$ cat src/core/srsr_pkg.sv
package srsr_pkg;

  // ************************************************************
  // Widths and status byte layout
  // ************************************************************
  localparam int SRSR_DW   = 16;  // Command data and condition width.
  localparam int STB_QUES  = 3;   // Questionable summary bit.
  localparam int STB_MAV   = 4;   // Message available bit.
  localparam int STB_ESB   = 5;   // Standard event summary bit.
  localparam int STB_RQS   = 6;   // Request service bit.
  localparam int STB_OPER  = 7;   // Operation summary bit.

  // ************************************************************
  // Standard event latch layout and reset values
  // ************************************************************
  localparam int ESR_OPC = 0;     // Operation complete.
  localparam int ESR_DDE = 3;     // Device dependent error.
  localparam int ESR_CME = 5;     // Command error.
  localparam logic [7:0]  ESR_RST      = 8'h00;
  localparam logic [7:0]  ESE_RST      = 8'h00;
  localparam logic [7:0]  SRE_RST      = 8'h00;
  localparam logic [7:0]  SRE_USED     = 8'hbf;  // Request bit unmaskable.
  localparam logic [15:0] PTR_RST      = 16'hffff;
  localparam logic [15:0] NTR_RST      = 16'h0000;
  localparam logic [15:0] ENA_RST      = 16'h0000;
  localparam logic [15:0] EVT_RST      = 16'h0000;

  // ************************************************************
  // Reading condition codes, two's complement in three bits
  // ************************************************************
  localparam logic [2:0] CODE_STOP    = 3'h7;  // Minus one: stopped.
  localparam logic [2:0] CODE_INVALID = 3'h0;
  localparam logic [2:0] CODE_NORMAL  = 3'h1;
  localparam logic [2:0] CODE_UNDER   = 3'h2;
  localparam logic [2:0] CODE_OVER    = 3'h3;

  // ************************************************************
  // Commands and states
  // ************************************************************
  typedef enum logic [4:0] {
    OP_STB_RD       = 5'h00,
    OP_SRE_WR       = 5'h01,
    OP_SRE_RD       = 5'h02,
    OP_ESR_RD       = 5'h03,
    OP_ESE_WR       = 5'h04,
    OP_ESE_RD       = 5'h05,
    OP_CLS          = 5'h06,
    OP_RST          = 5'h07,
    OP_OPER_COND_RD = 5'h08,
    OP_OPER_EVT_RD  = 5'h09,
    OP_OPER_PTR_WR  = 5'h0a,
    OP_OPER_NTR_WR  = 5'h0b,
    OP_OPER_ENA_WR  = 5'h0c,
    OP_OPER_ENA_RD  = 5'h0d,
    OP_QUES_COND_RD = 5'h10,
    OP_QUES_EVT_RD  = 5'h11,
    OP_QUES_PTR_WR  = 5'h12,
    OP_QUES_NTR_WR  = 5'h13,
    OP_QUES_ENA_WR  = 5'h14,
    OP_QUES_ENA_RD  = 5'h15,
    OP_INIT_IMM     = 5'h18,
    OP_INIT_CONT_WR = 5'h19,
    OP_TRIG_MODE_WR = 5'h1a,
    OP_MEAS_Q       = 5'h1b,
    OP_FETCH_Q      = 5'h1c,
    OP_READ_Q       = 5'h1d
  } srsr_op_e;

  typedef enum logic [2:0] {
    SEQ_IDLE = 3'b001,
    SEQ_CFG  = 3'b010,
    SEQ_RUN  = 3'b100
  } srsr_seq_e;

  // ************************************************************
  // Carriers and state records
  // ************************************************************
  typedef struct packed {
    srsr_op_e           op;
    logic [SRSR_DW-1:0] data;
  } srsr_cmd_s;

  typedef struct packed {
    logic [2:0]         code;
    logic [SRSR_DW-1:0] value;
  } srsr_rdg_s;

  typedef struct packed {
    logic init_imm;
    logic cont_wr;
    logic cont_val;
    logic mode_wr;
    logic mode_val;
    logic meas_q;
    logic read_q;
    logic fetch_q;
    logic abort;
  } srsr_seq_req_s;

  typedef struct packed {
    logic [SRSR_DW-1:0] cond_prev;
    logic [SRSR_DW-1:0] evt;
    logic [SRSR_DW-1:0] ptr;
    logic [SRSR_DW-1:0] ntr;
    logic [SRSR_DW-1:0] ena;
  } srsr_blk_s;

  typedef struct packed {
    srsr_seq_e st;
    logic      cont;
    logic      untriggered_repeat_mode;
    logic      pend;
    logic      meas_start;
    logic      default_cfg;
    logic      rdg_valid;
    srsr_rdg_s rdg;
    srsr_rdg_s held;
  } srsr_seq_s;

  typedef struct packed {
    logic [7:0]         standard_event_latch;
    logic [7:0]         standard_event_enable_mask;
    logic [7:0]         sre;
    logic               srq;
    logic               rsp_valid;
    logic [SRSR_DW-1:0] rsp_data;
    logic               eval_pend;
    logic               path_root;
    logic               msg_eval;
    logic               err_queue_clr;
  } srsr_main_s;

endpackage

$ cat src/core/srsr_status_blk.sv
`timescale 1ns/1ns
module srsr_status_blk
  import srsr_pkg::*;
(
  input  wire logic               clk,
  input  wire logic               sys_rst,
  input  wire logic [SRSR_DW-1:0] cond,
  input  wire logic [SRSR_DW-1:0] wdata,
  input  wire logic               ptr_we,
  input  wire logic               ntr_we,
  input  wire logic               ena_we,
  input  wire logic               evt_rd,
  input  wire logic               clr,
  output logic [SRSR_DW-1:0]      evt,
  output logic [SRSR_DW-1:0]      ena,
  output logic                    summary
);

  srsr_blk_s st_ff;
  srsr_blk_s nxt_st;
  logic [SRSR_DW-1:0] hit;

  // ************************************************************
  // Edge detection, one lane per condition bit
  // ************************************************************
  // A lane latches when its selected edge is seen.
  for (genvar i = 0; i < SRSR_DW; i++) begin : g_lane
    assign hit[i] = (st_ff.ptr[i] & cond[i] & ~st_ff.cond_prev[i]) |
                    (st_ff.ntr[i] & ~cond[i] & st_ff.cond_prev[i]);
  end

  // ************************************************************
  // Next state
  // ************************************************************
  // A new edge in the clearing cycle survives the clear.
  always_comb begin
    nxt_st           = st_ff;
    nxt_st.cond_prev = cond;
    nxt_st.evt       = ((evt_rd | clr) ? EVT_RST : st_ff.evt) | hit;
    if (ptr_we) begin
      nxt_st.ptr = wdata;
    end
    if (ntr_we) begin
      nxt_st.ntr = wdata;
    end
    if (ena_we) begin
      nxt_st.ena = wdata;
    end
  end

  // Condition history resets to zero, so a bit high at release counts
  // as a rising edge.
  always_ff @(posedge clk) begin
    if (sys_rst) begin
      st_ff <= '{cond_prev: EVT_RST, evt: EVT_RST, ptr: PTR_RST,
                 ntr: NTR_RST, ena: ENA_RST};
    end else begin
      st_ff <= nxt_st;
    end
  end

  // Outputs straight from the registers.
  assign evt     = st_ff.evt;
  assign ena     = st_ff.ena;
  assign summary = |(st_ff.evt & st_ff.ena);

endmodule

$ cat src/core/srsr_meas_seq.sv
`timescale 1ns/1ns
module srsr_meas_seq
  import srsr_pkg::*;
(
  input  wire logic          clk,
  input  wire logic          sys_rst,
  input  wire srsr_seq_req_s req,
  input  wire logic          trig_valid,
  input  wire logic          meas_done,
  input  wire srsr_rdg_s     meas_rdg,
  output logic               meas_start,
  output logic               default_cfg,
  output logic               rdg_valid,
  output srsr_rdg_s          rdg
);

  srsr_seq_s st_ff;
  srsr_seq_s nxt_st;
  logic      launch;

  // ************************************************************
  // Start decision
  // ************************************************************
  // Continuous mode repeats freely or waits for each trigger.
  always_comb begin
    launch = 1'b0;
    if (st_ff.st == SEQ_IDLE && !req.abort) begin
      if (st_ff.cont) begin
        launch = st_ff.untriggered_repeat_mode | trig_valid;
      end else begin
        launch = req.init_imm | req.read_q;
      end
    end
  end

  // ************************************************************
  // Sequencer
  // ************************************************************
  always_comb begin
    nxt_st             = st_ff;
    nxt_st.meas_start  = 1'b0;
    nxt_st.default_cfg = 1'b0;
    nxt_st.rdg_valid   = 1'b0;
    if (req.cont_wr) begin
      nxt_st.cont = req.cont_val;
    end
    if (req.mode_wr) begin
      nxt_st.untriggered_repeat_mode = req.mode_val;
    end
    if (req.fetch_q) begin
      nxt_st.rdg_valid = 1'b1;
      nxt_st.rdg       = st_ff.held;
    end
    if (req.read_q) begin
      nxt_st.pend = 1'b1;
    end
    case (st_ff.st)
      SEQ_IDLE: begin
        if (req.meas_q && !req.abort) begin
          nxt_st.default_cfg = 1'b1;
          nxt_st.pend        = 1'b1;
          nxt_st.st          = SEQ_CFG;
        end else if (launch) begin
          nxt_st.meas_start = 1'b1;
          nxt_st.st         = SEQ_RUN;
        end
      end
      SEQ_CFG: begin
        nxt_st.meas_start = 1'b1;
        nxt_st.st         = SEQ_RUN;
      end
      SEQ_RUN: begin
        if (meas_done) begin
          nxt_st.held = meas_rdg;
          nxt_st.st   = SEQ_IDLE;
          if (st_ff.pend) begin
            nxt_st.rdg_valid = 1'b1;
            nxt_st.rdg       = meas_rdg;
            nxt_st.pend      = 1'b0;
          end
        end
      end
      default: begin
        nxt_st.st = SEQ_IDLE;
      end
    endcase
    // Clearing the measurement stops it; held data reads as stopped.
    if (req.abort) begin
      nxt_st.st         = SEQ_IDLE;
      nxt_st.pend       = 1'b0;
      nxt_st.meas_start = 1'b0;
      nxt_st.held.code  = CODE_STOP;
    end
  end

  always_ff @(posedge clk) begin
    if (sys_rst) begin
      st_ff <= '{st: SEQ_IDLE, cont: 1'b0, untriggered_repeat_mode: 1'b0,
                 pend: 1'b0, meas_start: 1'b0, default_cfg: 1'b0,
                 rdg_valid: 1'b0,
                 rdg: '{code: CODE_STOP, value: '0},
                 held: '{code: CODE_STOP, value: '0}};
    end else begin
      st_ff <= nxt_st;
    end
  end

  assign meas_start  = st_ff.meas_start;
  assign default_cfg = st_ff.default_cfg;
  assign rdg_valid   = st_ff.rdg_valid;
  assign rdg         = st_ff.rdg;

endmodule

$ cat src/core/srsr_status_core.sv
// Behaviour
// - Service request mask picks which summaries may request service.
// - Status byte: message available plus three event summaries.
// - Standard event bits latch on their event until the latch is read.
// - Per-bit transition masks pick rising, falling or both edges to latch.
// - Operation block: live condition, edge masks, read-write enable.
// - Latched operation events read apart from the live condition.
// - Questionable block has the same structure as the operation block.
// - Clear status resets events, error queue, status byte, measurement.
// - Event summary is OR of standard event bits under their enable.
// - Standard event with enable requests service if status bit 5 enabled.
// - Standard event enable takes 0 to 255; writing zero clears it.
// - Standard event enable survives clear, reset and device clear.
// - Reading the standard event latch returns it, then clears it.
// - Bits 0, 3, 5 used: complete, device error, command error.
// - Reading condition code: stopped, invalid, normal, under, over.
// - Continuous off: one measurement per immediate initiate command.
// - Continuous on: free run repeats, else one cycle per trigger.
// - Measure query applies defaults then runs one complete measurement.
// - Fetch returns held data; read returns a freshly acquired measurement.
// - Status byte readable; service request mask writable and readable.
// - On message end, reset command path to root, then evaluate.
`timescale 1ns/1ns
module srsr_status_core
  import srsr_pkg::*;
(
  input  wire logic               clk,
  input  wire logic               sys_rst,
  input  wire logic               cmd_valid,
  input  wire srsr_cmd_s          cmd,
  output logic                    rsp_valid,
  output logic [SRSR_DW-1:0]      rsp_data,
  input  wire logic               mav,
  input  wire logic               opc_evt,
  input  wire logic               dev_err_evt,
  input  wire logic               cmd_err_evt,
  input  wire logic [SRSR_DW-1:0] oper_cond,
  input  wire logic [SRSR_DW-1:0] ques_cond,
  input  wire logic               msg_end,
  input  wire logic               trig_valid,
  input  wire logic               meas_done,
  input  wire srsr_rdg_s          meas_rdg,
  output logic                    srq,
  output logic                    path_root,
  output logic                    msg_eval,
  output logic                    err_queue_clr,
  output logic                    meas_start,
  output logic                    default_cfg,
  output logic                    rdg_valid,
  output srsr_rdg_s               rdg
);

  // ************************************************************
  // Declarations
  // ************************************************************
  srsr_main_s         st_ff;
  srsr_main_s         nxt_st;
  srsr_seq_req_s      seq_req;
  logic               cls;
  logic               rst_cmd;
  logic [SRSR_DW-1:0] oper_evt;
  logic [SRSR_DW-1:0] oper_ena;
  logic [SRSR_DW-1:0] ques_evt;
  logic [SRSR_DW-1:0] ques_ena;
  logic               oper_sum;
  logic               ques_sum;
  logic               esb;
  logic [7:0]         esr_set;
  logic [7:0]         stb;

  // ************************************************************
  // Command decode
  // ************************************************************
  // Every strobe is gated by the command valid, so an idle port is inert.
  function automatic logic is_op(input srsr_op_e op);
    is_op = cmd_valid && (cmd.op == op);
  endfunction

  // Continuous decodes name the command directly: a function call here
  // would only be re-evaluated when its constant argument changes.
  assign cls     = cmd_valid && (cmd.op == OP_CLS);
  assign rst_cmd = cmd_valid && (cmd.op == OP_RST);

  // ************************************************************
  // Operation and questionable blocks
  // ************************************************************
  // Both blocks are the same module, so their behaviour cannot drift.
  srsr_status_blk u_oper (
    .clk     (clk),
    .sys_rst (sys_rst),
    .cond    (oper_cond),
    .wdata   (cmd.data),
    .ptr_we  (cmd_valid && (cmd.op == OP_OPER_PTR_WR)),
    .ntr_we  (cmd_valid && (cmd.op == OP_OPER_NTR_WR)),
    .ena_we  (cmd_valid && (cmd.op == OP_OPER_ENA_WR)),
    .evt_rd  (cmd_valid && (cmd.op == OP_OPER_EVT_RD)),
    .clr     (cls),
    .evt     (oper_evt),
    .ena     (oper_ena),
    .summary (oper_sum)
  );

  // The questionable block reuses the operation block unchanged.
  srsr_status_blk u_ques (
    .clk     (clk),
    .sys_rst (sys_rst),
    .cond    (ques_cond),
    .wdata   (cmd.data),
    .ptr_we  (cmd_valid && (cmd.op == OP_QUES_PTR_WR)),
    .ntr_we  (cmd_valid && (cmd.op == OP_QUES_NTR_WR)),
    .ena_we  (cmd_valid && (cmd.op == OP_QUES_ENA_WR)),
    .evt_rd  (cmd_valid && (cmd.op == OP_QUES_EVT_RD)),
    .clr     (cls),
    .evt     (ques_evt),
    .ena     (ques_ena),
    .summary (ques_sum)
  );

  // ************************************************************
  // Measurement sequencer
  // ************************************************************
  // A reset command stops measuring just as clear status does.
  always_comb begin
    seq_req.init_imm = is_op(OP_INIT_IMM);
    seq_req.cont_wr  = is_op(OP_INIT_CONT_WR);
    seq_req.cont_val = cmd.data[0];
    seq_req.mode_wr  = is_op(OP_TRIG_MODE_WR);
    seq_req.mode_val = cmd.data[0];
    seq_req.meas_q   = is_op(OP_MEAS_Q);
    seq_req.read_q   = is_op(OP_READ_Q);
    seq_req.fetch_q  = is_op(OP_FETCH_Q);
    seq_req.abort    = cls | rst_cmd;
  end

  srsr_meas_seq u_seq (
    .clk         (clk),
    .sys_rst     (sys_rst),
    .req         (seq_req),
    .trig_valid  (trig_valid),
    .meas_done   (meas_done),
    .meas_rdg    (meas_rdg),
    .meas_start  (meas_start),
    .default_cfg (default_cfg),
    .rdg_valid   (rdg_valid),
    .rdg         (rdg)
  );

  // ************************************************************
  // Status byte
  // ************************************************************
  // Summaries are live ORs, so clearing the sources clears the byte.
  always_comb begin
    esr_set          = 8'h00;
    esr_set[ESR_OPC] = opc_evt;
    esr_set[ESR_DDE] = dev_err_evt;
    esr_set[ESR_CME] = cmd_err_evt;
    esb = |(st_ff.standard_event_latch &
            st_ff.standard_event_enable_mask);
    stb           = 8'h00;
    stb[STB_QUES] = ques_sum;
    stb[STB_MAV]  = mav;
    stb[STB_ESB]  = esb;
    stb[STB_OPER] = oper_sum;
    stb[STB_RQS]  = st_ff.srq;
  end

  // ************************************************************
  // Register state and answers
  // ************************************************************
  always_comb begin
    nxt_st               = st_ff;
    nxt_st.rsp_valid     = 1'b0;
    nxt_st.path_root     = 1'b0;
    nxt_st.msg_eval      = 1'b0;
    nxt_st.err_queue_clr = cls | rst_cmd;
    // Events set after any clear in the same cycle, so none is lost.
    nxt_st.standard_event_latch =
      ((is_op(OP_ESR_RD) | cls) ? ESR_RST : st_ff.standard_event_latch)
      | esr_set;
    // Request level follows enabled summaries; the request bit is excluded.
    nxt_st.srq = |(stb & st_ff.sre & SRE_USED);
    // Message end first returns the path to root, then hands over.
    if (msg_end) begin
      nxt_st.path_root = 1'b1;
      nxt_st.eval_pend = 1'b1;
    end
    if (st_ff.eval_pend) begin
      nxt_st.msg_eval  = 1'b1;
      nxt_st.eval_pend = msg_end;
    end
    if (cmd_valid) begin
      case (cmd.op)
        OP_STB_RD: begin
          nxt_st.rsp_valid = 1'b1;
          nxt_st.rsp_data  = {8'h00, stb};
        end
        OP_SRE_WR: begin
          nxt_st.sre = cmd.data[7:0] & SRE_USED;
        end
        OP_SRE_RD: begin
          nxt_st.rsp_valid = 1'b1;
          nxt_st.rsp_data  = {8'h00, st_ff.sre};
        end
        OP_ESR_RD: begin
          nxt_st.rsp_valid = 1'b1;
          nxt_st.rsp_data  = {8'h00, st_ff.standard_event_latch};
        end
        OP_ESE_WR: begin
          // Eight bits hold every legal value; upper data bits are dropped.
          nxt_st.standard_event_enable_mask = cmd.data[7:0];
        end
        OP_ESE_RD: begin
          nxt_st.rsp_valid = 1'b1;
          nxt_st.rsp_data  = {8'h00, st_ff.standard_event_enable_mask};
        end
        OP_OPER_COND_RD: begin
          nxt_st.rsp_valid = 1'b1;
          nxt_st.rsp_data  = oper_cond;
        end
        OP_OPER_EVT_RD: begin
          nxt_st.rsp_valid = 1'b1;
          nxt_st.rsp_data  = oper_evt;
        end
        OP_OPER_ENA_RD: begin
          nxt_st.rsp_valid = 1'b1;
          nxt_st.rsp_data  = oper_ena;
        end
        OP_QUES_COND_RD: begin
          nxt_st.rsp_valid = 1'b1;
          nxt_st.rsp_data  = ques_cond;
        end
        OP_QUES_EVT_RD: begin
          nxt_st.rsp_valid = 1'b1;
          nxt_st.rsp_data  = ques_evt;
        end
        OP_QUES_ENA_RD: begin
          nxt_st.rsp_valid = 1'b1;
          nxt_st.rsp_data  = ques_ena;
        end
        default: begin
          // Clear status and reset never touch the enable masks.
          nxt_st.rsp_valid = 1'b0;
        end
      endcase
    end
  end

  always_ff @(posedge clk) begin
    if (sys_rst) begin
      st_ff <= '{standard_event_latch: ESR_RST,
                 standard_event_enable_mask: ESE_RST,
                 sre: SRE_RST, srq: 1'b0, rsp_valid: 1'b0,
                 rsp_data: '0, eval_pend: 1'b0, path_root: 1'b0,
                 msg_eval: 1'b0, err_queue_clr: 1'b0};
    end else begin
      st_ff <= nxt_st;
    end
  end

  // ************************************************************
  // Outputs
  // ************************************************************
  assign rsp_valid     = st_ff.rsp_valid;
  assign rsp_data      = st_ff.rsp_data;
  assign srq           = st_ff.srq;
  assign path_root     = st_ff.path_root;
  assign msg_eval      = st_ff.msg_eval;
  assign err_queue_clr = st_ff.err_queue_clr;

endmodule

$ cat config.mk
export PLATFORM = sky130hd
export DESIGN_NAME = srsr_status_core
export DESIGN_NICKNAME = d
export VERILOG_FILES = /design/src/core/srsr_pkg.sv /design/src/core/srsr_status_blk.sv /design/src/core/srsr_meas_seq.sv /design/src/core/srsr_status_core.sv
export SDC_FILE = /design/constraint.sdc
export NUM_CORES = 1
export LEC_CHECK = 0
export ABC_AREA = 1
export ABC_CLOCK_PERIOD_IN_PS = 3590
export BUFFER_PORTS_ARGS = -buffer_cell sky130_fd_sc_hd__buf_2
export CAP_MARGIN = 20
export CORE_ASPECT_RATIO = 2
export CORE_MARGIN = 4
export CORE_UTILIZATION = 62
export DETAILED_ROUTE_END_ITERATION = 12
export PLACE_DENSITY_LB_ADDON = 0.15
export SYNTH_ARGS = -nofsm -noshare
export SYNTH_HDL_FRONTEND = slang
export SYNTH_SLANG_ARGS = --single-unit
$ cat constraint.sdc
create_clock -name clk -period 3.59 [get_ports clk]
set_input_delay 0.1795 -clock clk [delete_from_list [all_inputs] [get_ports clk]]
set_output_delay 0.1795 -clock clk [all_outputs]
set_load 0.01 [all_outputs]
=== Yosys cells after proc, flatten, opt, wreduce, memory -nomap -nowiden ===
Index checks and enable logic that the tools add are counted.

* Bits in registers: 252
* Input bits: 82
* Output and inout bits: 43
* Word-level logic and storage cells: 363

* Eq/ne operators: 30
* Muxes and demuxes: 27
* Bitwise logic cells: 239
* Reduce and logical (&&, ||, !) cells: 36

{| class="wikitable"
|+ Operators with widths
! operator !! number
|-
| $pmux W16 S10 || 1
|-
| $and A1 B1 Y1 || 128
|-
| $mux W39 || 2
|-
| $not A1 Y1 || 66
|-
| $eq A5 B5 Y1 const B || 12
|-
| $mux W20 || 2
|-
| $or A1 B1 Y1 || 38
|-
| $and A16 B16 Y16 || 2
|-
| $mux W16 || 2
|-
| $or A16 B16 Y16 || 2
|-
| $reduce_or A16 Y1 || 2
|-
| $eq A5 B4 Y1 const B || 6
|-
| $eq A5 B3 Y1 const B || 4
|-
| $logic_and A1 B1 Y1 || 19
|-
| $and A8 B8 Y8 || 2
|-
| $mux W1 || 12
|-
| $eq A5 B2 Y1 const B || 2
|-
| $reduce_and A2 Y1 || 5
|-
| $reduce_bool A10 Y1 || 1
|-
| $reduce_or A10 Y1 || 1
|-
| $mux W3 || 3
|-
| $pmux W3 S3 || 1
|-
| $mux W8 || 1
|-
| $or A8 B6 Y8 || 1
|-
| 14 further kinds || 17
|}

=== Logic depth before layout (Yosys ltp) ===
Gate-level depths: netlist (run 1).

* Depth after elaboration: 9
* Gate-level depth with buffers: 13
* Mapped depth without buffers: 12

=== Cells and area by module ===
Synthesis (run 1) repeated with hierarchy kept, for this count alone.

* Cells, all modules: 1634
* Area total of the unflattened synthesis: 11556.1 µm²

{| class="wikitable"
|+ Modules (own cells, without submodules)
! module !! instances !! cells each !! area an instance (µm²) !! seq. area each (µm²)
|-
| srsr_status_blk || 2 || 440 || 3328.2 || 1601.5
|-
| srsr_status_core || 1 || 453 || 2796.4 || 800.8
|-
| srsr_meas_seq || 1 || 301 || 2103.3 || 940.9
|}

=== Least setup slack after synthesis (run 1) ===
OpenSTA, ideal clock, no wires.

* Kind: register to register
* Start point: register u_seq.st_ff[45] (netlist bit)
* End point: register u_seq.st_ff (netlist bit u_seq.rdg[10])
* Library setup time: 0.057 ns
* Data arrival time: 1.324 ns
* Required time: 3.533 ns
* Setup slack: 2.209 ns
* Stages on the path, launching flop included: 7
* Buffers on the path: 1
* Clock period less this slack: 1.381 ns
* Cells stage by stage: dfxtp_1 > inv_1 > nand4_1 > nor2_1 > clkbuf_1 > o21ai_0 > inv_1

* Cells in the longest elaborated chain, start to end: 2

{| class="wikitable"
|+ RTL lines
! element !! line !! source
|-
| from (decl) || srsr_meas_seq.sv:17 || <nowiki>srsr_seq_s st_ff;</nowiki>
|-
| from (signal assigned) || srsr_meas_seq.sv:98 || <nowiki>st_ff <= '{st: SEQ_IDLE, cont: 1'b0, untriggered_repeat_mode: 1'b0,</nowiki>
|-
| from (signal assigned) || srsr_meas_seq.sv:104 || <nowiki>st_ff <= nxt_st;</nowiki>
|-
| $eq A3 B3 Y1 || srsr_meas_seq.sv:57 || <nowiki>case (st_ff.st)</nowiki>
|-
| $mux W39 || srsr_meas_seq.sv:57 ||
|}

Every way passes these cells.
A chain may end at the register's enable or synchronous reset.

=== Final worst setup path (run 1) ===
* Start point: register u_seq.st_ff[41] (netlist bit)
* End point: register u_seq.st_ff (netlist bit u_seq.rdg[16])

* Cells in the longest elaborated chain, start to end: 3

{| class="wikitable"
|+ RTL lines
! element !! line !! source
|-
| $mux W20 || srsr_meas_seq.sv:76 || <nowiki>if (st_ff.pend) begin</nowiki>
|-
| $mux W39 || srsr_meas_seq.sv:73 || <nowiki>if (meas_done) begin</nowiki>
|-
| $mux W39 || srsr_meas_seq.sv:57 ||
|}

Every way passes these cells.

==> results.txt, run 1 <==
* RR Startpoint: u_seq.st_ff[41]
* Residual DRC: 0
- Run status: complete, no violations
- Across the run, the number of max-cap violations was 0.
- In this run the tool buffered the top-level ports with 124 buffer cells.
* Unrepaired setup endpoints after global routing: false
- Wires add up to 33.1 mm.
- After detailed routing, the average wire length per cell comes to 19.2 um.
- In this run, flip-flops and latches consume 51.6% of the power.
- Slew @ Worst Pin: 1080 ps
- Part of the total power dissipated in combinational logic: around 7.6%
* Die area: 19000 um2
- Die height: approximately 190 um
- Congestion Overflow GR: 0
- Post-synthesis instance area: slightly above 10000 um2
- In this run the clock root is driven by a clkbuf_16.
- The first global-routing pass estimated 51.3 mm of wire.
- Clock tree synthesis found a total of around 250 sinks.
- The worst register-to-register path has a depth of 5.
- Post-route fraction of the period consumed by the critical path: 60.8%
- In this run the worst path has a maximum fanout of 17.
- DP Worst Slack: 1100 ps
- Maximum vdd ir drop: around 470 uV
* Cell with the most instances after synthesis: nand2_1
* Clock-pin slew of the registers on the worst-case setup and hold paths: 60 ps
- Kind of end point of the critical path: flop
- Entering global routing, the biggest net connects 103 pins.
- For this block, the initial DRC count from the detailed router was 660.
- Final core area utilization: between 70% and 80%
- Chip Width: 99.6 um
- The area growth from synthesis to layout is 14.9%.
- The synthesized netlist contains 34 unique library cells.
- Number of vias in the routed layout: approximately 10000
- Clk Latency, worst-skew pair: slightly above 500 ps
* Gate count after technology mapping: 1407
* Via/cell ratio: 5.80
* Remaining max-slew budget at the tightest pin: 28.0%
* Leakage component of the power: around 5.2 nW
- Antenna diodes: 0
* HPWL after detailed placement: 23.2 mm
- The via count of the first global-routing pass came to around 9800.
- The synthesized design contains 0 enable-type register cells.
- The number of slew-limit violations in the final report is 0.
- For this run, the leading register cell type out of synthesis is dfxtp_1.
* Number of core rows: 66
- After synthesis the netlist holds a flip-flop and latch count of roughly 250.
- Largest buffer count on any clock path: 3
- Total CTS buffers: 22
- In this run the register-to-register setup slack is around 1400 ps.
- Switching power total: 1.38 mW
* Slack of the critical path: between 1000 and 1500 ps
* Starting density of the core: 63.6%
- The initial antenna violation count came to 0.
- Non-filler cells, final: 1728
* Launch point of the worst path: u_seq.st_ff[41]
* Final Wtd Congestion: 0.998
- Most frequent cells after synthesis: nand2_1 (293), dfxtp_1 (247), inv_1 (139)
- TritonCTS clock tree: yes
- Leading cell types by total area after synthesis: dfxtp_1 (48%), nand2_1 (11%), o21ai_0 (5.7%)
- In this run, the clock network consumes 40.7% of the power.
- Timing-limited maximum frequency: 0.458 GHz
- After routing, the total negative slack on setup checks comes to 0 ps.
* Final min period: approximately 2200 ps
- Share of the yosys chip area belonging to registers: 47.6%
- After filler insertion, the fill cell instance count of the layout stands at 1338.
- Summed over its instances, the top area cell type makes up 47.6% of the synthesized netlist area.
* WP data required: slightly below 4000 ps
- Data arrives at the worst endpoint at 2530 ps.
- In the synthesized netlist the async set-or-reset flop fraction comes to 0%.
- The first detailed-routing pass took 5 iterations.
- Reg2Reg Capture Point: u_seq.rdg[16]
- CTS HTree Levels: 1
* Sw Ratio: 24.8%
- Hold Path Cell Cnt: 3
- In this run the remaining antenna-violating nets after routing total 0.
* Kind of critical path: flop to flop
- Class of the most critical hold timing path: primary input to flop
- Fin nets: 1591
- Area occupied by registers: 4940 um2
* Clock tree skew after final layout: 10.1 ps
* Hold path start: meas_rdg[1]
* Synthesized net count: 1489
- Averaged over all synthesized cells, the footprint is 7.39 um2.
- Share of final-layout standard cells stronger than drive strength 1: 12.6%
- Count of final hold-check violations: 0
* Total setup violations reported at the end of the flow: 0
- Ys Warns: 0
- The multi-input combinational cells in the finished layout cover a total of 4350 um2.
* Total I/O pin count: 125
* Critical path launch point type: flop
- Post-synthesis cell type with the largest combined area: dfxtp_1
- Total global routing track utilization: between 30% and 40%
- The internal portion of the total power is about 4.2 mW.
- The worst hold path terminates at u_seq.st_ff[1].
- Cell Count Post-Placement: 1643
* Core region area: around 16000 um2
- In this run the power density over the cells is 466 nW/um2.
==> kinds of logic after synthesis <==
| family | share of synthesized area, % |
|---|---|
| buffers and inverters | 10.6 |
| AND/OR/NAND/NOR | 25.0 |
| flip-flops | 47.6 |
| AO/OA/AOI/OAI | 16.9 |
==> routing by layer <==
layer	wire length, um	global-route usage, %	vias to the layer above
met3	1880	4.09	169
met5	0	0	-
li1	-	-	4807
met4	3630	30.9	0
met2	16700	62.5	421
met1	10900	34.2	4634
==> registers in the layout (all words and copies together), names as in the netlist <==
name               cells
u_seq.meas_start       1
u_oper.evt            16
rsp_valid              1
u_seq.st_ff           25
u_ques.ena            16
u_seq.rdg             19
st_ff                 19
u_oper.st_ff          48
u_oper.ena            16
u_ques.st_ff          48
u_ques.evt            16
u_seq.default_cfg      1
err_queue_clr          1
u_seq.rdg_valid        1
msg_eval               1
path_root              1
rsp_data              16
srq                    1
==> metrics by stage <==
stage | total power, mW | hold WS [ps] | cell area (um2)
floorplan | 3.13 | 303 | 10400
global placement | 3.30 | 401 | 10800
detailed placement | 3.31 | 398 | 10800
CTS | 5.57 | 0.194 | 11900
global route | 5.72 | 11.4 | 11900
finish | 5.57 | 0.0351 | 11900
==> cell usage in the layout, fill, tap and decap left out, types with 2 or more instances in the layout <==
cell type,count
o22ai_1,14
nand3_1,108
inv_1,138
a22oi_1,8
buf_2,123
nand3b_1,34
inv_2,9
nand2_1,293
a211oi_1,7
nor2_1,122
clkinv_2,5
nor2_2,9
clkbuf_1,5
nand3_2,2
clkbuf_16,23
buf_4,10
dfxtp_1,247
clkinvlp_4,2
nand4_1,18
clkbuf_8,2
nor3_1,4
o21a_1,2
a31oi_1,32
a21oi_1,107
dlygate4sd3_1,46
o211ai_1,23
o21ai_0,119
==> what timing repair did <==
action,4_1_cts,5_1_grt
gates resized for setup,0,0
setup buffers,0,0
endpoints found under the hold margin,72,0
hold buffers,46,0
==> layout make-up <==
| type | count | area share [%] |
|---|---|---|
| repair buffers | 179 | 9.64 |
| inverters | 149 | 4.70 |
| clock inverters | 9 | 0.482 |
| clock buffers | 30 | 5.21 |
| flip-flops and latches | 247 | 41.4 |
| well taps | 204 | 2.14 |
| multi-input cells | 910 | 36.4 |
==> worst max path at each step <==
stage	endpoint	slack, ps	cells after the start
CTS	u_seq.rdg[16]	1410	5
floorplan	u_seq.rdg[10]	2210	6
global route	u_seq.rdg[16]	1270	5
detailed placement	rsp_data[15]	1100	10
finish	u_seq.rdg[16]	1410	5
global placement	rsp_data[12]	1150	10
==> critical path, cell delays in order (launching register included) <==
cell and delay [ps]:
dfxtp_1 730, inv_1 230, nor2_1 610, inv_1 210
o211ai_1 140, o211ai_1 110
==> power by group through the flow <==
| stage | combinational (mW) | clock [mW] | sequential [mW] |
|---|---|---|---|
| 2_1_floorplan | 0.223 | 0 | 2.91 |
| 3_3_place_gp | 0.371 | 0 | 2.93 |
| 3_5_place_dp | 0.376 | 0 | 2.93 |
| 4_1_cts | 0.417 | 2.28 | 2.87 |
| 5_1_grt | 0.463 | 2.38 | 2.88 |
| 6_report | 0.426 | 2.27 | 2.87 |
Note: power is estimated with default switching activity, not from simulation.
==> run 2, diff against run 1 <==
ABC_AREA = 0   (was 1)
ABC_CLOCK_PERIOD_IN_PS = 2260   (was 3590)
CORE_UTILIZATION = 58   (was 62)
clock period = 2.26 ns   (was 3.59 ns; I/O delays follow)
==> results.txt, run 2 <==
* Class of the most critical hold timing path: primary input to flop
* Kind of end point of the critical path: flop
* IO buf count: 124 (unchanged)
- Setup TNS after final layout: 0 ps (unchanged)
- The largest fanout on the critical path came to 17 (unchanged).
- HPWL after detailed placement: 21.7 mm (-6.6%)
- The average wire per cell in the routed design came to 20.0 um (+4.1%).
- The minimum setup slack among reg-to-reg paths is 630 ps (-780 ps).
- Congestion Overflow GR: 0 (unchanged)
- Residual DRC: 0 (unchanged)
- The wire length of the first global-routing pass is 48.7 mm (-5.2%).
- Die height: 199 um (+4.2%)
- Critical path launch point type: primary input
- The number of buffers created by CTS is 22 (unchanged).
* Total global routing track utilization: 29.5% (-5.3 points)
- The run finished with clean final reports.
* Ys Warns: 0 (unchanged)
* Share of the yosys chip area belonging to registers: 46.6% (-0.91 points)
- Total of fill cells in the finished design: 1427 (+6.7%)
* Total of max-cap violations: 0 (unchanged)
* Power density over the cells: 737 nW/um2 (+58%)
- Chip Width: 104 um (+4.0%)
- Arrival time at the worst endpoint: 2090 ps (-440 ps)
* Average footprint of a synthesized cell: 8.98 um2 (+21%)
* Clk Tree Root Cell: clkbuf_16
- The number of slew-limit violations in the final report was 0 (unchanged).
- In this run the most critical hold path is launched from meas_done.
- The number of sinks on the clock net was 247 (unchanged).
* Worst slack on hold paths: 25.4 ps (+25.4 ps)
- Ranked by instance count, the synthesized netlist is headed by dfxtp_1 (247), nand2_1 (157), nor2_1 (147).
* DRC marker count from the first detailed-route iteration: 487 (-26%)
* Largest buffer count on any clock path: 3 (unchanged)
* Post-route fraction of the period consumed by the critical path: ~73%
* Number of enable-type register cells in the synthesized netlist: 0 (unchanged)
* Post-Route WL: 30.9 mm (-6.6%)
- Final min period: 1650 ps
- Slew @ Worst Pin: 855 ps (-225 ps)
- The fraction of layout cells with a size suffix above 1 came to 16.1% (+3.5 points).
* Maximum vdd ir drop: 700 uV (+48%)
- Most common library cell in the layout ignoring fill and taps: dfxtp_1
- Clock-pin slew of the registers on the worst-case setup and hold paths: 70 ps (about the same)
- The total cell area at the placement stage is 11100 um2 (+3.0%).
- The final net count was 1403 (-12%).
* Total setup violations reported at the end of the flow: 0 (unchanged)
- The number of storage elements in the synthesis netlist is 247 (unchanged).
- The worst clock skew is 12.0 ps (+1.89 ps).
* TritonCTS clock tree: yes
- Relative to the synthesized area, the layout overhead comes to 19.3%.
* Cell with the most instances after synthesis: dfxtp_1
- Post-cts sizing count: 0 (unchanged)
- The total iterations of the first detailed-routing run came to 5 (unchanged).
* Synth cell types: 67 (+97%)
- The data required time of the critical path is 2700 ps (-1240 ps).
- The initial antenna violation count came to 0 (unchanged).
- The worst relative slew slack was 42.7% (+15 points).
- The final hold violation count came to 0 (unchanged).
- The number of levels in the clock H-tree came to 1 (unchanged).
* Die area: 20600 um2 (+8.4%)
* Total I/O pin count: 125 (unchanged)
* Unrepaired setup endpoints after global routing: false
- The later-pin clock latency in the skew report was 510 ps (about the same).
- Gate count after technology mapping: 1181 (-16%)
* Post-route ant nets: 0 (unchanged)
- dfxtp_1 takes more of the synthesized area than any other cell.
* Commonest non-fill, non-tap cells in the layout: dfxtp_1 (247), nand2_1 (157), nor2_1 (147)
* Via/cell ratio: 5.87 (+1.1%)
- Leading cell types by total area after synthesis: dfxtp_1 (47%), mux2i_1 (10%), nand2_1 (5.6%)
- The initial cell density of the core came to 59.3% (-4.3 points).
- Antenna diodes: 0 (unchanged)
- The cell area after synthesis is 10600 um2 (+1.9%).
* Pin count of the biggest net entering global routing: 124 (+20%)
- Tracing the worst setup path back leads to its startpoint at cmd[18].
- RR Startpoint: u_seq.st_ff[44]
* Core region area: 17900 um2 (+9.3%)
* Top flop regs: u_oper.st_ff (48), u_ques.st_ff (48), u_seq.st_ff (25)
- Dominant register cell in the synthesized netlist: dfxtp_1
- Number of global-route vias before repair: 8964 (-8.7%)
- Share of synthesized flip-flops with an asynchronous set or reset: 0% (unchanged)
- The final weighted congestion in routability-driven placement was 0.945 (-5.3%).
* Kind of critical path: primary input to flop
* Post-route cell area: 12600 um2 (+5.9%)
- The final cell utilization of the core is 70.8% (-2.3 points).
- For this run, the top clock speed supported by timing is 0.606 GHz.
- Number of core rows: 69 (+4.5%)
- The share of the synthesized area in the top cell type is 46.6% (-0.91 points).
- The net count after synthesis was 1263 (-15%).
* Leakage component of the power: 5.63 nW (+8.1%)
* Number of vias in the routed layout: 9101 (-9.3%)
-- run 2: final cells by class --
type                    count  area, um2  area share [%]
multi-input cells         813       5010            39.6
flip-flops and latches    247       4940            39.1
repair buffers            227       1610            12.7
clock buffers              35        681            5.38
well taps                 213        267            2.11
clock inverters             5        103           0.811
inverters                  10       37.5           0.297
-- run 2: where the power goes --
| group | switching [mW] | internal [mW] |
|---|---|---|
| logic | 0.418 | 0.327 |
| registers | 0.0985 | 4.46 |
| clock network | 1.60 | 2.41 |
-- run 2: path summary, 6_finish.rpt --
check,end,depth (start not counted)
hold reg to reg,msg_eval,1
hold / removal,u_seq.st_ff[44],5
setup reg to reg,u_seq.meas_start,5
setup / recovery,rsp_data[2],6
-- run 2: critical path: stages --
cell and delay [ps]:
buf_2 230, buf_4 220, nor4b_1 540, a41o_1 410, and2_1 390, a22o_1 190
-- run 2: metrics by stage --
step | power, mW | instances | setup slack, ps
after floorplan | 5.01 | 1181 | 705
after global placement | 5.28 | 1437 | 207
after detailed placement | 5.29 | 1437 | 156
after CTS | 9.34 | 1549 | 596
after global routing | 9.59 | 1550 | 381
final | 9.32 | 1550 | 610
-- run 2: cell families (layout without fill, tap and decap cells) --
family	Yosys count	in the layout	share of synthesized area, %
and+or+nand+nor	493	493	23.4
DFF	247	247	46.6
AOI/OAI and AO/OA	206	206	12.8
buffers and inverters	121	277	6.30
muxes	113	113	10.7
xor gates and xnor gates	1	1	0.0826
-- run 2: routing by layer --
metal | wire, um | global-route usage, %
met1 | 11400 | 32.3
met2 | 15800 | 53.4
met3 | 1450 | 3.82
met4 | 2350 | 19.7
met5 | 0 | 0
-- run 2: timing repair --
action,CTS,global route
setup buffers,0,0
endpoints found under the hold margin,120,1
setup endpoints to repair,0,0
hold buffers,72,1
==> run 3, diff against run 2 <==
ABC_AREA = 1   (was 0)
ABC_CLOCK_PERIOD_IN_PS = 1430   (was 2260)
CORE_UTILIZATION = 52   (was 58)
clock period = 1.43 ns   (was 2.26 ns; I/O delays follow)
==> results.txt, run 3 (same netlist as run 1, synthesis figures left out) <==
- The area of the placeable core was 19500 um2 (+9.4%).
- Stages on worst setup path: 7 (+1)
- The final hold violation count was 0 (unchanged).
- The final-layout setup total negative slack is 0 ps (unchanged).
- Clk Latency, worst-skew pair: 520 ps (about the same)
* CP cell instances: inv_1 -> nand4_1 -> buf_12 -> o21ai_0 -> o21ai_0 -> o21ai_0 -> inv_1
- In this run the most critical hold path is launched from cmd[19].
- Count of buffer and inverter cells on the critical path: 3 (+1)
* Top flop regs: u_oper.st_ff (48), u_ques.st_ff (48), u_seq.st_ff (25)
* Critical path launch point type: flop
- Starting density of the core: 53.2% (-6.1 points)
- Post-Route WL: 37.2 mm (+20%)
- The biggest cell delay along the critical path came to 310 ps (-230 ps).
* Worst slack on hold paths: 37.1 ps (+11.7 ps)
* Final Wtd Congestion: 0.972 (+2.8%)
- Class of the most critical hold timing path: primary input to flop
- The wire length of the first global-routing pass came to 56.1 mm (+15%).
* Slew @ Worst Pin: 901 ps (+46.0 ps)
- TritonCTS built the clock tree.
- The total routing resource utilization after global routing is 32.5% (+3.0 points).
- The average wire per cell in the routed design came to 19.5 um (-2.5%).
* Area growth, synth to finish: 27.5%
* Final core area utilization: 67.8% (-3.0 points)
- The standard-cell row count came to 72 (+4.3%).
- For the finished layout, the period the worst path requires is between 1000 and 1500 ps.
- The worst register-to-register path ends at u_seq.rdg[8].
- The maximum clock path buffer count was 3 (unchanged).
- Congestion Overflow GR: 0 (unchanged)
- The routed via count divided by cell count is 5.55 (-5.5%).
- In the finished design, the share of the clock period the worst path needs comes to 99.9%.
- The total cell area at the placement stage came to 11700 um2 (+5.5%).
- 1st-pass router iterations: 6 (+1)
* Total of max-cap violations: 0 (unchanged)
- The number of DRC markers in iteration 0 is 835 (+71%).
- The detailed placement HPWL is 26.6 mm (+23%).
- The clock-pin slew reported for the worst setup and hold paths after clock tree synthesis came to 70 ps (about the same).
* Die height: 208 um (+4.4%)
- The fraction of layout cells with a size suffix above 1 was 18.0% (+1.9 points).
* Pin count of the biggest net entering global routing: 138 (+11%)
- Worst reg2reg setup slack: 2 ps (-630 ps)
- IO buf count: 124 (unchanged)
* Run status: complete, no violations
* Power density over the cells: 1100 nW/um2 (+50%)
- WP data required: 1850 ps (-850 ps)
* Clk Tree Root Cell: clkbuf_16
- Total CTS buffers: 22 (unchanged)
* Kind of critical path: flop to flop
- The leakage power total is 5.91 nW (+4.9%).
* Launch point of the worst path: u_seq.st_ff[44]
- The remaining number of nets flagged by the antenna check after routing came to 0 (unchanged).
* Maximum vdd ir drop: 1130 uV (+61%)
- Hold Path Cell Cnt: 5 (unchanged)
- The total area of multi-input combinational cells came to 4360 um2 (-13%).
* Post-route cell area: 13300 um2 (+4.8%)
* RR Startpoint: u_seq.st_ff[44]
- Setup repair after global routing could not meet its margin everywhere.
* Total of fill cells in the finished design: 1753 (+23%)
* Total I/O pin count: 125 (unchanged)
* End of the worst hold path: u_seq.st_ff[43]
- The number of slew-limit violations in the final report is 0 (unchanged).
- Cell with the most instances on the worst path: o21ai_0
- The area of the die is 22500 um2 (+8.8%).
- The number of vias after detailed routing is 10600 (+17%).
* Fin nets: 1724 (+23%)
- Remaining max-slew budget at the tightest pin: 39.6% (-3.1 points)
- The count of inserted antenna diode cells came to 0 (unchanged).
- Area occupied by registers: 4940 um2 (unchanged)
- The arrival time at the worst endpoint is 1850 ps (-240 ps).
- The logic depth of the worst register-to-register path was 7 (+2).
- Clock tree skew after final layout: 8.83 ps (-3.20 ps)
* Crit-path slowest cell: dfxtp_1
- STA classifies the critical path endpoint as a flop.
* Dominant delay contributor by cell family on the critical path: compound AO/OA/AOI/OAI gates
* Total setup violations reported at the end of the flow: 0 (unchanged)
- The largest fanout on the critical path was 19 (+2).
- Commonest non-fill, non-tap cells in the layout: nand2_1 (293), dfxtp_1 (247), inv_1 (137)
* Residual DRC: 0 (unchanged)
- CTS HTree Levels: 1 (unchanged)
- The library cell used most frequently in the layout, excluding fill and tap cells, is nand2_1.
* # clock sinks: 247 (unchanged)
- Timing-limited maximum frequency: 0.700 GHz
* Chip Width: 108 um (+4.2%)
- Number of global-route vias before repair: 10700 (+20%)
- The initial antenna violation count is 0 (unchanged).
## run 3: cell count changes in the layout (fill, tap and decap cells not counted), moves of 26 or more
cell      change
nand3b_1     -29
mux2i_1     -107
nand3_1      +82
nor2_1       -26
nand2_1     +136
nor2b_1      -39
a21oi_1      +36
buf_4        +78
inv_1       +128
o21ai_0      +76
a31oi_1      +32
## run 3: repair_timing
| action | CTS | global route |
|---|---|---|
| setup buffers | 0 | 1 |
| endpoints found under the setup margin | 0 | 19 |
| endpoints found under the hold margin | 205 | 0 |
| hold buffers | 74 | 0 |
| resized for setup | 0 | 12 |
## run 3: how the worst max path moves through the flow
stage                     slack [ps]            end
after global routing             -80  u_seq.rdg[12]
after CTS                         30  u_seq.rdg[13]
after detailed placement        -380    rsp_data[0]
after floorplan                   50  u_seq.rdg[10]
after global placement          -370    rsp_data[1]
final                              2   u_seq.rdg[8]
## run 3: per-stage QoR
| stage | cells | power [mW] | setup WS, ps |
|---|---|---|---|
| after detailed placement | 1801 | 8.53 | -376 |
| after global routing | 1914 | 15.1 | -82.9 |
| after global placement | 1801 | 8.52 | -365 |
| final | 1914 | 14.6 | 1.85 |
| after floorplan | 1407 | 7.86 | 49.2 |
| after CTS | 1912 | 14.7 | 31.5 |
## run 3: worst register-to-register path, stage by stage (launching register included)
cell     delay, ps
dfxtp_1        310
inv_1           80
nand4_1        180
buf_12         220
o21ai_0        250
o21ai_0        130
o21ai_0        100
inv_1           50
## run 3: per-layer routing
metal / global-route usage, % / part of all wire [%] / up-vias
li1: - / - / 5090
met1: 30.1 / 32 / 4903
met2: 59.6 / 52 / 433
met3: 3.82 / 5.2 / 193
met4: 29.6 / 11 / 0
met5: 0 / 0 / -
## run 3: report_power, final
part           total [mW]  switching [mW]  internal (mW)
clock                6.07            2.60           3.47
sequential           7.20           0.139           7.06
combinational        1.37           0.787          0.584
## run 3: final cells by class
type | instances | share of cell area, %
Clock buffer | 31 | 4.80
Sequential cell | 247 | 37.3
Inverter | 149 | 4.24
Clock inverter | 6 | 0.670
Tap cell | 259 | 2.45
Timing Repair Buffer | 312 | 17.6
Multi-Input combinational cell | 910 | 32.9
